[src/design/ctm_pkg.sv]
// Notes on behaviour
// - abort entry reloads fault cause, no clearing
// - cause bit 10 extends status encoding
// - cause bit 9 marks debug-caused abort
// - data abort records domain in 7:4
// - fault status recorded in bits 3:0
// - drain empties write and fill buffers
// - maintenance never raises translation faults
// - instruction line invalidate spares predictor
// - commands run regardless of cache enable
// - only clean data line may parity-fault
// - whole-cache invalidates on opcode zero
// - single-line invalidates and clean by address
// - predictor-only invalidate ignores operand
// - line allocate installs tag from 31:5
// - allocate drains pending ops, line clean
// - resident line: allocate drains, then issues no strobe
// - tlb commands run regardless of translation
// - tlb invalidates whole, entry, both sides
// - fetch-lock and unlock instruction cache
// - lock mode locks fills; unlock releases
// - only lock mode bit reads back
// - translate-lock and unlock tlb entries
package ctm_pkg;
    // primary register numbers
    localparam logic [3:0] CRN_CAUSE = 4'h5;
    localparam logic [3:0] CRN_ADDR  = 4'h6;
    localparam logic [3:0] CRN_CACHE = 4'h7;
    localparam logic [3:0] CRN_TLB   = 4'h8;
    localparam logic [3:0] CRN_CLOCK = 4'h9;
    localparam logic [3:0] CRN_TLOCK = 4'hA;
    // secondary opcodes
    localparam logic [2:0] OP_0 = 3'h0;
    localparam logic [2:0] OP_1 = 3'h1;
    localparam logic [2:0] OP_4 = 3'h4;
    localparam logic [2:0] OP_5 = 3'h5;
    localparam logic [2:0] OP_6 = 3'h6;
    // minor register selectors
    localparam logic [3:0] MIN_ILOCK = 4'h1;
    localparam logic [3:0] MIN_DLOCK = 4'h2;
    localparam logic [3:0] MIN_ITLB  = 4'h4;
    localparam logic [3:0] MIN_I     = 4'h5;
    localparam logic [3:0] MIN_D     = 4'h6;
    localparam logic [3:0] MIN_BOTH  = 4'h7;
    localparam logic [3:0] MIN_DTLB  = 4'h8;
    localparam logic [3:0] MIN_CLEAN = 4'hA;
    // fault cause fields, line offset and lock mode bit
    localparam int FC_EXT   = 10;
    localparam int FC_DBG   = 9;
    localparam int FC_DOMHI = 7;
    localparam int FC_DOMLO = 4;
    localparam int FC_STAHI = 3;
    localparam int FC_STALO = 0;
    localparam logic [31:0] FC_WMASK = 32'h0000_06FF;
    localparam int LINE_LSB = 5;
    localparam int LOCK_BIT = 0;
    // reset values
    localparam logic [31:0] FC_RESET   = 32'h0000_0000;
    localparam logic [31:0] FA_RESET   = 32'h0000_0000;
    localparam logic        LOCK_RESET = 1'h0;
    // command strobe positions
    localparam int CMD_INV_IDB   = 0;
    localparam int CMD_INV_IB    = 1;
    localparam int CMD_INV_ILINE = 2;
    localparam int CMD_INV_D     = 3;
    localparam int CMD_INV_DLINE = 4;
    localparam int CMD_CLEAN     = 5;
    localparam int CMD_DRAIN     = 6;
    localparam int CMD_INV_BPB   = 7;
    localparam int CMD_ALLOC     = 8;
    localparam int CMD_TLB_ALL   = 9;
    localparam int CMD_ITLB      = 10;
    localparam int CMD_ITLB_ENT  = 11;
    localparam int CMD_DTLB      = 12;
    localparam int CMD_DTLB_ENT  = 13;
    localparam int CMD_LOCK_IL   = 14;
    localparam int CMD_UNLOCK_I  = 15;
    localparam int CMD_UNLOCK_D  = 16;
    localparam int CMD_LOCK_IT   = 17;
    localparam int CMD_LOCK_DT   = 18;
    localparam int CMD_UNLOCK_IT = 19;
    localparam int CMD_UNLOCK_DT = 20;
    localparam int CMD_COUNT     = 21;
    typedef logic [CMD_COUNT-1:0] ctm_cmd_t;
    typedef enum logic [2:0] {
        ST_IDLE  = 3'h1,
        ST_DRAIN = 3'h2,
        ST_ALLOC = 3'h4
    } ctm_state_t;
endpackage

[src/design/ctm_cmd_decode.sv]
`timescale 1ns/1ps
module ctm_cmd_decode (
    // selector fields
    input  wire logic [3:0]        regNum,
    input  wire logic [2:0]        opc2,
    input  wire logic [3:0]        minor,
    input  wire logic              isWrite,
    // decoded result
    output ctm_pkg::ctm_cmd_t      cmdVec,
    output logic                   selCause,
    output logic                   selAddr,
    output logic                   selLock,
    output logic                   reserved
);
    function automatic logic [10:0] key(input logic [3:0] r,
                                        input logic [2:0] o,
                                        input logic [3:0] m);
        key = {r, o, m};
    endfunction

    function automatic ctm_pkg::ctm_cmd_t decode(input logic [10:0] k);
        decode = '0;
        case (k)
            key(ctm_pkg::CRN_CACHE, ctm_pkg::OP_0, ctm_pkg::MIN_BOTH):
                decode[ctm_pkg::CMD_INV_IDB] = 1'b1;
            key(ctm_pkg::CRN_CACHE, ctm_pkg::OP_0, ctm_pkg::MIN_I):
                decode[ctm_pkg::CMD_INV_IB] = 1'b1;
            key(ctm_pkg::CRN_CACHE, ctm_pkg::OP_0, ctm_pkg::MIN_D):
                decode[ctm_pkg::CMD_INV_D] = 1'b1;
            key(ctm_pkg::CRN_CACHE, ctm_pkg::OP_1, ctm_pkg::MIN_I):
                decode[ctm_pkg::CMD_INV_ILINE] = 1'b1;
            key(ctm_pkg::CRN_CACHE, ctm_pkg::OP_1, ctm_pkg::MIN_D):
                decode[ctm_pkg::CMD_INV_DLINE] = 1'b1;
            key(ctm_pkg::CRN_CACHE, ctm_pkg::OP_1, ctm_pkg::MIN_CLEAN):
                decode[ctm_pkg::CMD_CLEAN] = 1'b1;
            key(ctm_pkg::CRN_CACHE, ctm_pkg::OP_4, ctm_pkg::MIN_CLEAN):
                decode[ctm_pkg::CMD_DRAIN] = 1'b1;
            key(ctm_pkg::CRN_CACHE, ctm_pkg::OP_6, ctm_pkg::MIN_I):
                decode[ctm_pkg::CMD_INV_BPB] = 1'b1;
            key(ctm_pkg::CRN_CACHE, ctm_pkg::OP_5, ctm_pkg::MIN_DLOCK):
                decode[ctm_pkg::CMD_ALLOC] = 1'b1;
            key(ctm_pkg::CRN_TLB, ctm_pkg::OP_0, ctm_pkg::MIN_BOTH):
                decode[ctm_pkg::CMD_TLB_ALL] = 1'b1;
            key(ctm_pkg::CRN_TLB, ctm_pkg::OP_0, ctm_pkg::MIN_I):
                decode[ctm_pkg::CMD_ITLB] = 1'b1;
            key(ctm_pkg::CRN_TLB, ctm_pkg::OP_1, ctm_pkg::MIN_I):
                decode[ctm_pkg::CMD_ITLB_ENT] = 1'b1;
            key(ctm_pkg::CRN_TLB, ctm_pkg::OP_0, ctm_pkg::MIN_D):
                decode[ctm_pkg::CMD_DTLB] = 1'b1;
            key(ctm_pkg::CRN_TLB, ctm_pkg::OP_1, ctm_pkg::MIN_D):
                decode[ctm_pkg::CMD_DTLB_ENT] = 1'b1;
            key(ctm_pkg::CRN_CLOCK, ctm_pkg::OP_0, ctm_pkg::MIN_ILOCK):
                decode[ctm_pkg::CMD_LOCK_IL] = 1'b1;
            key(ctm_pkg::CRN_CLOCK, ctm_pkg::OP_1, ctm_pkg::MIN_ILOCK):
                decode[ctm_pkg::CMD_UNLOCK_I] = 1'b1;
            key(ctm_pkg::CRN_CLOCK, ctm_pkg::OP_1, ctm_pkg::MIN_DLOCK):
                decode[ctm_pkg::CMD_UNLOCK_D] = 1'b1;
            key(ctm_pkg::CRN_TLOCK, ctm_pkg::OP_0, ctm_pkg::MIN_ITLB):
                decode[ctm_pkg::CMD_LOCK_IT] = 1'b1;
            key(ctm_pkg::CRN_TLOCK, ctm_pkg::OP_0, ctm_pkg::MIN_DTLB):
                decode[ctm_pkg::CMD_LOCK_DT] = 1'b1;
            key(ctm_pkg::CRN_TLOCK, ctm_pkg::OP_1, ctm_pkg::MIN_ITLB):
                decode[ctm_pkg::CMD_UNLOCK_IT] = 1'b1;
            key(ctm_pkg::CRN_TLOCK, ctm_pkg::OP_1, ctm_pkg::MIN_DTLB):
                decode[ctm_pkg::CMD_UNLOCK_DT] = 1'b1;
            default:
                decode = '0;
        endcase
    endfunction

    logic maintReg;

    always_comb begin
        cmdVec   = isWrite ? decode(key(regNum, opc2, minor)) : '0;
        selCause = (regNum == ctm_pkg::CRN_CAUSE);
        selAddr  = (regNum == ctm_pkg::CRN_ADDR);
        selLock  = (regNum == ctm_pkg::CRN_CLOCK)
                && (opc2 == ctm_pkg::OP_0)
                && (minor == ctm_pkg::MIN_DLOCK);
        maintReg = (regNum >= ctm_pkg::CRN_CACHE)
                && (regNum <= ctm_pkg::CRN_TLOCK);
        // reads of write-only selectors are undefined, not reserved
        if (isWrite) begin
            reserved = (cmdVec == '0) && !selCause && !selAddr
                    && !selLock;
        end else begin
            reserved = !(selCause || selAddr || maintReg);
        end
    end
endmodule

[src/design/ctm_maint_ctrl.sv]
`timescale 1ns/1ps
module ctm_maint_ctrl (
    // clock and reset
    input  wire logic              clk,
    input  wire logic              rst,
    // coprocessor transfer request
    input  wire logic              cpValid,
    input  wire logic              cpWrite,
    input  wire logic [3:0]        cpRegNum,
    input  wire logic [2:0]        cpOpc2,
    input  wire logic [3:0]        cpMinor,
    input  wire logic [31:0]       cpWdata,
    // coprocessor answer
    output logic [31:0]            cpRdata,
    output logic                   cpRdValid,
    output logic                   cpBusy,
    output logic                   cpReserved,
    // abort capture
    input  wire logic              abortValid,
    input  wire logic              abortData,
    input  wire logic              abortDebug,
    input  wire logic              abortExt,
    input  wire logic [3:0]        abortDomain,
    input  wire logic [3:0]        abortStatus,
    input  wire logic [31:0]       abortAddr,
    // cache and tlb commands
    output ctm_pkg::ctm_cmd_t      cmdStrobe,
    output logic [31:0]            cmdAddr,
    // line allocate and parity handshake
    output logic                   drainReq,
    input  wire logic              memIdle,
    input  wire logic              lineResident,
    input  wire logic              cleanParityErr,
    output logic                   parityFault,
    // lock mode and fault registers
    output logic                   dcacheLockMode,
    output logic [31:0]            faultCause,
    output logic [31:0]            faultAddress
);
    typedef struct packed {
        ctm_pkg::ctm_state_t st;
        logic                busy;
        logic [31:0]         cause;
        logic [31:0]         addr;
        logic                lockMode;
        ctm_pkg::ctm_cmd_t   strobe;
        logic [31:0]         cmdAddr;
        logic [31:0]         rdata;
        logic                rdValid;
        logic                reserved;
        logic                drainReq;
        logic                parity;
    } ctm_regs_t;

    ctm_regs_t         state_reg;
    ctm_regs_t         state_next;
    ctm_pkg::ctm_cmd_t decCmd;
    logic              decCause;
    logic              decAddr;
    logic              decLock;
    logic              decReserved;
    logic              accept;

    // selector decode
    ctm_cmd_decode decoder (
        .regNum   (cpRegNum),
        .opc2     (cpOpc2),
        .minor    (cpMinor),
        .isWrite  (cpWrite),
        .cmdVec   (decCmd),
        .selCause (decCause),
        .selAddr  (decAddr),
        .selLock  (decLock),
        .reserved (decReserved)
    );

    function automatic logic [31:0] line_of(input logic [31:0] a);
        line_of = {a[31:ctm_pkg::LINE_LSB], {ctm_pkg::LINE_LSB{1'b0}}};
    endfunction

    assign accept = cpValid && !state_reg.busy;

    always_comb begin
        state_next          = state_reg;
        state_next.strobe   = '0;
        state_next.rdValid  = 1'b0;
        state_next.reserved = 1'b0;
        // a parity fault can only follow a clean data line
        state_next.parity   = cleanParityErr
                && state_reg.strobe[ctm_pkg::CMD_CLEAN];
        case (state_reg.st)
            ctm_pkg::ST_IDLE: begin
                if (accept && cpWrite) begin
                    state_next.reserved = decReserved;
                    if (decCmd[ctm_pkg::CMD_ALLOC]) begin
                        // hold off until memory is quiet
                        state_next.cmdAddr  = line_of(cpWdata);
                        state_next.drainReq = 1'b1;
                        state_next.st       = ctm_pkg::ST_DRAIN;
                    end else begin
                        // no enable gating and no fault generation
                        state_next.strobe  = decCmd;
                        state_next.cmdAddr = cpWdata;
                    end
                    if (decCause) begin
                        state_next.cause = cpWdata & ctm_pkg::FC_WMASK;
                    end
                    if (decAddr) begin
                        state_next.addr = cpWdata;
                    end
                    if (decLock) begin
                        state_next.lockMode =
                            cpWdata[ctm_pkg::LOCK_BIT];
                    end
                end else if (accept) begin
                    state_next.rdValid  = 1'b1;
                    state_next.reserved = decReserved;
                    if (decCause) begin
                        state_next.rdata = state_reg.cause;
                    end else if (decAddr) begin
                        state_next.rdata = state_reg.addr;
                    end else if (decLock) begin
                        state_next.rdata = {31'h0000_0000,
                                            state_reg.lockMode};
                    end else begin
                        state_next.rdata = 32'h0000_0000;
                    end
                end
            end
            ctm_pkg::ST_DRAIN: begin
                if (memIdle) begin
                    state_next.drainReq = 1'b0;
                    state_next.st       = ctm_pkg::ST_ALLOC;
                end
            end
            ctm_pkg::ST_ALLOC: begin
                // a resident line is left alone
                state_next.strobe[ctm_pkg::CMD_ALLOC] =
                    !lineResident;
                state_next.st = ctm_pkg::ST_IDLE;
            end
            default: begin
                state_next.st       = ctm_pkg::ST_IDLE;
                state_next.drainReq = 1'b0;
            end
        endcase
        // abort capture wins over a software cause write in the same cycle, and over an address write only on a data abort
        if (abortValid) begin
            state_next.cause = ctm_pkg::FC_RESET;
            state_next.cause[ctm_pkg::FC_EXT] = abortExt;
            state_next.cause[ctm_pkg::FC_DBG] = abortDebug;
            state_next.cause[ctm_pkg::FC_STAHI:ctm_pkg::FC_STALO] =
                abortStatus;
            state_next.cause[ctm_pkg::FC_DOMHI:ctm_pkg::FC_DOMLO] =
                abortData ? abortDomain
                : state_reg.cause[ctm_pkg::FC_DOMHI:ctm_pkg::FC_DOMLO];
            if (abortData) begin
                state_next.addr = abortAddr;
            end
        end
        state_next.busy = (state_next.st != ctm_pkg::ST_IDLE);
    end

    always_ff @(posedge clk) begin
        if (rst) begin
            state_reg.st       <= ctm_pkg::ST_IDLE;
            state_reg.busy     <= 1'b0;
            state_reg.cause    <= ctm_pkg::FC_RESET;
            state_reg.addr     <= ctm_pkg::FA_RESET;
            state_reg.lockMode <= ctm_pkg::LOCK_RESET;
            state_reg.strobe   <= '0;
            state_reg.cmdAddr  <= 32'h0000_0000;
            state_reg.rdata    <= 32'h0000_0000;
            state_reg.rdValid  <= 1'b0;
            state_reg.reserved <= 1'b0;
            state_reg.drainReq <= 1'b0;
            state_reg.parity   <= 1'b0;
        end else begin
            state_reg <= state_next;
        end
    end

    // outputs straight from flops
    assign cpRdata        = state_reg.rdata;
    assign cpRdValid      = state_reg.rdValid;
    assign cpBusy         = state_reg.busy;
    assign cpReserved     = state_reg.reserved;
    assign cmdStrobe      = state_reg.strobe;
    assign cmdAddr        = state_reg.cmdAddr;
    assign drainReq       = state_reg.drainReq;
    assign parityFault    = state_reg.parity;
    assign dcacheLockMode = state_reg.lockMode;
    assign faultCause     = state_reg.cause;
    assign faultAddress   = state_reg.addr;
endmodule

[config.mk]
export PLATFORM = sky130hd
export DESIGN_NAME = ctm_maint_ctrl
export DESIGN_NICKNAME = d
export VERILOG_FILES = /design/src/design/ctm_pkg.sv /design/src/design/ctm_cmd_decode.sv /design/src/design/ctm_maint_ctrl.sv
export SDC_FILE = /design/constraint.sdc
export NUM_CORES = 1
export LEC_CHECK = 0
export ABC_AREA = 1
export BUFFER_PORTS_ARGS = -buffer_cell sky130_fd_sc_hd__buf_2
export CORE_MARGIN = 10
export CORE_UTILIZATION = 45
export DETAILED_ROUTE_END_ITERATION = 10
export GPL_ROUTABILITY_DRIVEN = 0
export PLACE_DENSITY = 0.77
export SYNTH_ARGS = -nofsm -noshare
export SYNTH_HDL_FRONTEND = slang
export SYNTH_SLANG_ARGS = --single-unit
[constraint.sdc]
create_clock -name clk -period 1.35 [get_ports clk]
set_input_delay 0.0675 -clock clk [delete_from_list [all_inputs] [get_ports clk]]
set_output_delay 0.0675 -clock clk [all_outputs]
set_load 0.05 [all_outputs]
Word-level counts from Yosys, hierarchy flattened

Cells that the tools add are included.

Bitwise logic cells: 3
Equal/unequal tests: 33
$lt $le $gt $ge: 2
Mux-type cells: 47
Reduce and logical (&&, ||, !) cells: 31

Operators by type and width:

| cell                                                                                | count |
|---|---|
| 11-bit == test, second input constant                                               | 12 |
| 32-bit 2-to-1 mux                                                                   | 4 |
| 11-bit by 10-bit == test with 1-bit output, second input constant                   | 9 |
| 97-bit 2-to-1 mux                                                                   | 1 |
| 56-bit 2-to-1 mux                                                                   | 1 |
| 43-bit 2-to-1 mux                                                                   | 1 |
| 21-bit 2-to-1 mux                                                                   | 2 |
| 1-bit 2-to-1 mux                                                                    | 28 |
| 21-bit logical NOT                                                                  | 1 |
| 11-bit 2-to-1 mux                                                                   | 1 |
| 1-bit logical AND                                                                   | 9 |
| 3-bit 2-to-1 mux                                                                    | 3 |
| 3-bit AND reduction                                                                 | 3 |
| 4-bit by 3-bit == test with 1-bit output, second input constant                     | 2 |
| 4-bit AND reduction                                                                 | 2 |
| 1-bit logical NOT                                                                   | 6 |
| 2-bit != test, second input constant                                                | 3 |
| 3-bit case mux with 2 select lines                                                  | 1 |
| 2-bit nonzero test                                                                  | 3 |
| 5-bit 2-to-1 mux                                                                    | 1 |
| 4-bit by 2-bit == test with 1-bit output, second input constant                     | 1 |
| 4-bit == test, second input constant                                                | 1 |
| 4-bit by 3-bit greater-or-equal comparator with 1-bit output, second input constant | 1 |
| 4-bit less-or-equal comparator, second input constant                               | 1 |
| other kinds (16)                                                                    | 19 |

Output and inout port bits: 155
Register bits after elaboration: 136
Input port bits: 94

Depth between registers and ports, before layout

Depth in word-level cells: 10
Gate-level depth with buffers: 11

Hierarchy

Synthesis repeated with hierarchy kept, for this count alone.

Cell total of the unflattened synthesis: 1179
Area, all modules: 7694.9 um^2

By module, submodules not included:

| module         | cells an instance | instances | area each (um^2) | seq. area each (um^2) |
|---|---|---|---|---|
| ctm_maint_ctrl | 1053              | 1         | 7086.8           | 2722.6 |
| ctm_cmd_decode | 126               | 1         | 608.1            | 0.0 |

Worst setup path before layout

Ideal clock, no wire load.

Kind: register to register
Start: register state_reg (netlist bit cpBusy)
End: register state_reg (netlist bit cpRdata[10])
Clock period less this slack: 1.636 ns
Setup slack: -0.286 ns
Required time: 1.229 ns
Path buffers: 1
Stages on the path, launching flop included: 9
Arrival: 1.515 ns
Cell sequence: dfxtp_1 > nor2_2 > nand2_2 > nand2_1 > inv_2 > nand2_1 > buf_2 > a31oi_1 > a21oi_1

Cells in the longest elaborated chain, start to end: 5

Ends and longest elaborated chain:

| what                                     | RTL line              | text |
|---|---|---|
| start, declared                          | ctm_maint_ctrl.sv:55  | `ctm_regs_t state_reg;` |
| start signal, assigned                   | ctm_maint_ctrl.sv:179 | `state_reg <= state_next;` |
| 1-bit logical NOT (*)                    | ctm_maint_ctrl.sv:81  | `assign accept = cpValid && !state_reg.busy;` |
| 1-bit logical AND (*)                    | ctm_maint_ctrl.sv:81  |  |
| 1-bit logical AND                        | ctm_maint_ctrl.sv:93  | `if (accept && cpWrite) begin` |
| 1-bit NOT (no source line)               | n/a                   |  |
| 3-bit AND reduction (no source line) (*) | n/a                   |  |

Mark *: on every way between the ends. The rest lies on a longest branch, timed or not.
A chain may end at the register's enable or synchronous reset.

Worst setup path after layout

Start: register state_reg (netlist bit cpBusy)
End: register state_reg (netlist bit faultAddress[19])

Cells in the longest elaborated chain, start to end: 7

Ends and longest elaborated chain:

| what                  | RTL line              | text |
|---|---|---|
| 1-bit logical NOT (*) | ctm_maint_ctrl.sv:81  |  |
| 1-bit logical AND (*) | ctm_maint_ctrl.sv:81  |  |
| 1-bit logical AND (*) | ctm_maint_ctrl.sv:93  |  |
| 97-bit 2-to-1 mux (*) | ctm_maint_ctrl.sv:93  |  |
| 56-bit 2-to-1 mux (*) | ctm_maint_ctrl.sv:91  | `case (state_reg.st)` |
| 32-bit 2-to-1 mux     | ctm_maint_ctrl.sv:157 | `if (abortData) begin` |
| 43-bit 2-to-1 mux (*) | ctm_maint_ctrl.sv:148 | `if (abortValid) begin` |

Mark *: on every way between the ends. The rest lies on a longest branch, timed or not. The select of a mux whose other input is x is not followed.

==> results.sh <==
export IMPL_synth_top_area_frac=0.398
export IMPL_fmax_mhz=660
export IMPL_hold_depth=5
export IMPL_die_area_um2=20500
export IMPL_avgSynthCellArea_um2=7.41
export IMPL_yosysUniqueCellTypes=34
export IMPL_cts_sinks=136
export IMPL_finalWorstSetupSlack_ps=-165
export IMPL_synth_xor_area_share=0
export IMPL_core_um2=15000
export IMPL_cts_root_buf="clkbuf_16"
export IMPL_hold_path_endpoint="faultCause[6]"
export IMPL_cts_max_path_buffers=2
export IMPL_die_x_um=143
export IMPL_synth_main_ff_cell="dfxtp_1"
export IMPL_r2r_cells=9
export IMPL_antenna_left=0
export IMPL_yosys_warnings=0
export IMPL_cts_tree="built"
export IMPL_finalSetupTns_ps=-6930
export IMPL_ys_ff_latch=136
export IMPL_drt_iter0_markers=492
export IMPL_finalNonFillerCells=1328
export IMPL_die_y_um=143
export IMPL_synth_top_area_cell="dfxtp_1"
export IMPL_initial_core_util=0.455
export IMPL_cp_end_kind="flip-flop"
export IMPL_cts_buffers=17
export IMPL_grt_ovfl_total=0
export IMPL_status="complete, but fails checks"
export IMPL_multi_input_area_um2=2760
export IMPL_clkTransAtPathRegs_ps=60
export IMPL_synth_cells=923
export IMPL_ctsHtreeMaxLevel=4
export IMPL_cpMostUsedCell="nand2_4"
export IMPL_viasPerCell=5.13
export IMPL_grt_use_total=0.221
export IMPL_layout_nets=1217
export IMPL_grt_pass1_vias=6627
export IMPL_dp_cells=1208
export IMPL_synth_fa_ha_area_frac=0
export IMPL_setup_viol=118
export IMPL_crit_family="simple AND/OR/NAND/NOR gates"
export IMPL_yosys_top_cells_count="buf_4 (152), nand2_1 (144), dfxtp_1 (136)"
export IMPL_ys_async_sr_fraction=0
export IMPL_critPathSlowestCell="dfxtp_4"
export IMPL_seqPwrFrac=0.399
export IMPL_synth_top_family_by_area="buffers and inverters"
export IMPL_area_growth_pct=31.6
export IMPL_rr_startpoint="cpBusy"
export IMPL_powerDensity_nw_per_um2=1200
export IMPL_syn_area_um2=6840
export IMPL_port_buffers=226
export IMPL_period_share=1.12
export IMPL_ir_worst_vdd_mv=0.881
export IMPL_clkPwrFrac=0.409
export IMPL_synthSimpleGateAreaFrac=0.227
export IMPL_detailed_place_hpwl_um=16400
export IMPL_hold_violations=0
export IMPL_drc=0
export IMPL_rsz0062_at_grt="true"
export IMPL_synth_area_leaders="dfxtp_1 (40%), buf_4 (17%), nand2_1 (7.9%)"
export IMPL_synth_area_mux_share=0.0132
export IMPL_cp_num_buf_inv=2
export IMPL_io_pins=249
export IMPL_cp_arrival_ps=1830
export IMPL_yosysMostFrequentCell="buf_4"
export IMPL_p_int_mw=7.41
export IMPL_switching_power_mw=3.38
export IMPL_routed_wl_um=23900
export IMPL_startpoint="cpBusy"
export IMPL_grt_max_degree=50
export IMPL_finClkSkew_ps=10.4
export IMPL_drive_above_1_share=0.316
export IMPL_synth_edf_count=0
export IMPL_hold_class="in2reg"
export IMPL_regArea_um2=2730
export IMPL_layout_min_cycle_time_ps=1510
export IMPL_num_rows=45
export IMPL_first_pass_iters=5
export IMPL_maxCapViolations=0
export IMPL_combPwrFrac=0.192
export IMPL_ys_seq_area_frac=0.398
export IMPL_worstPathMaxFanout=24
export IMPL_p_sw_frac=0.313
export IMPL_criticalPathCategory="reg2reg"
export IMPL_critPathMaxStageDelay_ps=350
export IMPL_grt_first_pass_wirelength_um=35600
export IMPL_vias=6817
export IMPL_slew_violations=0
export IMPL_required_ps=1660
export IMPL_start_kind="flip-flop"
export IMPL_synth_compound_area_frac=0.130
export IMPL_rr_endpoint="faultAddress[19]"
export IMPL_p_leak_nw=4.44
export IMPL_antenna_found_initial=2
export IMPL_crit_chain="nor2_4 > nand2_4 > nor2_8 > nand2_4 > buf_12 > nand2_1 > nand3_2 > o211ai_1 > inv_1"
export IMPL_hp_start="abortDomain[2]"
export IMPL_r2r_slack_ps=-160
export IMPL_fillers=1310
export IMPL_wl_per_cell_um=18.0
export IMPL_violations="negative setup slack"
export IMPL_clk_latency_ps=430
-- layout make-up --
type	count	area share
tap	188	0.0261
multi-input combinational	550	0.306
clock buffer	18	0.0488
sequential	136	0.303
clock inverter	14	0.0136
timing repair buffer	355	0.275
inverter	63	0.0265
antenna	4	0.00111
-- kinds of logic (layout without fill, tap and decap cells) --
| family | Yosys count | after routing |
|---|---|---|
| AOI/OAI and AO/OA | 157 | 157 |
| buffers and inverters | 258 | 450 |
| DFF | 136 | 136 |
| muxes | 9 | 9 |
| other | 1 | 26 |
| and+or+nand+nor | 362 | 362 |
-- power groups by stage --
stage                     sequential, mW  clock (mW)  combinational (mW)
after floorplan                     4.35           0                1.49
after global placement              4.37           0                1.78
after detailed placement            4.38           0                1.80
after CTS                           4.29        4.48                2.00
after global routing                4.32        4.65                2.19
final                               4.30        4.42                2.07
-- worst min-delay path, delay by kind of cell --
| kind | cells | cell delay (ps) |
|---|---|---|
| and+or+nand+nor | 3 | 180 |
| AOI/OAI and AO/OA | 1 | 70 |
| buffers and inverters | 1 | 90 |
-- stage by stage --
stage	hold slack, ps	instance area (µm²)	total power, mW	utilization	setup WS, ps
floorplan	144	6930	5.84	-	-44.6
global placement	230	7430	6.16	0.494	-151
detailed placement	237	7430	6.18	0.494	-191
CTS	-21.6	8820	10.8	0.587	-100
global route	54.2	9000	11.2	0.599	-258
finish	33.9	9010	10.8	0.599	-165
-- worst max-delay path by stage --
stage	cells past startpoint	slack (ps)	to
final	9	-160	faultAddress[19]
after global routing	9	-260	state_reg[155]
after CTS	9	-100	faultAddress[15]
after detailed placement	9	-190	cpRdata[0]
after global placement	9	-150	cpRdata[0]
after floorplan	9	-40	faultAddress[11]
-- cell usage in the layout, fill, tap and decap left out, types with 7 or more instances in the layout --
cell / n
a21oi_1: 64
a31oi_1: 10
buf_12: 12
buf_2: 226
buf_4: 35
clkbuf_16: 18
conb_1: 22
dfxtp_1: 134
dlygate4sd3_1: 75
inv_1: 54
inv_2: 8
mux2i_1: 9
nand2_1: 140
nand3_1: 72
nor2_1: 111
nor2_2: 7
o211ai_1: 21
o21ai_0: 41
o21ai_1: 11
-- layer usage --
metal  up-vias  GRT usage  part of all wire
met1      3100      0.271              0.40
met5         -          0                 0
met2       391      0.329              0.46
met4         0      0.134             0.048
li1       3235          -                 -
met3        91     0.0733             0.092
-- timing repair --
action,4_1_cts,5_1_grt
hold endpoints to repair,70,1
endpoints found under the setup margin,129,130
buffers inserted,4,4
gates cloned,0,1
resized for setup,19,26
pin swaps,2,5
hold buffers,74,1
Note: power is estimated with default switching activity, not from simulation.
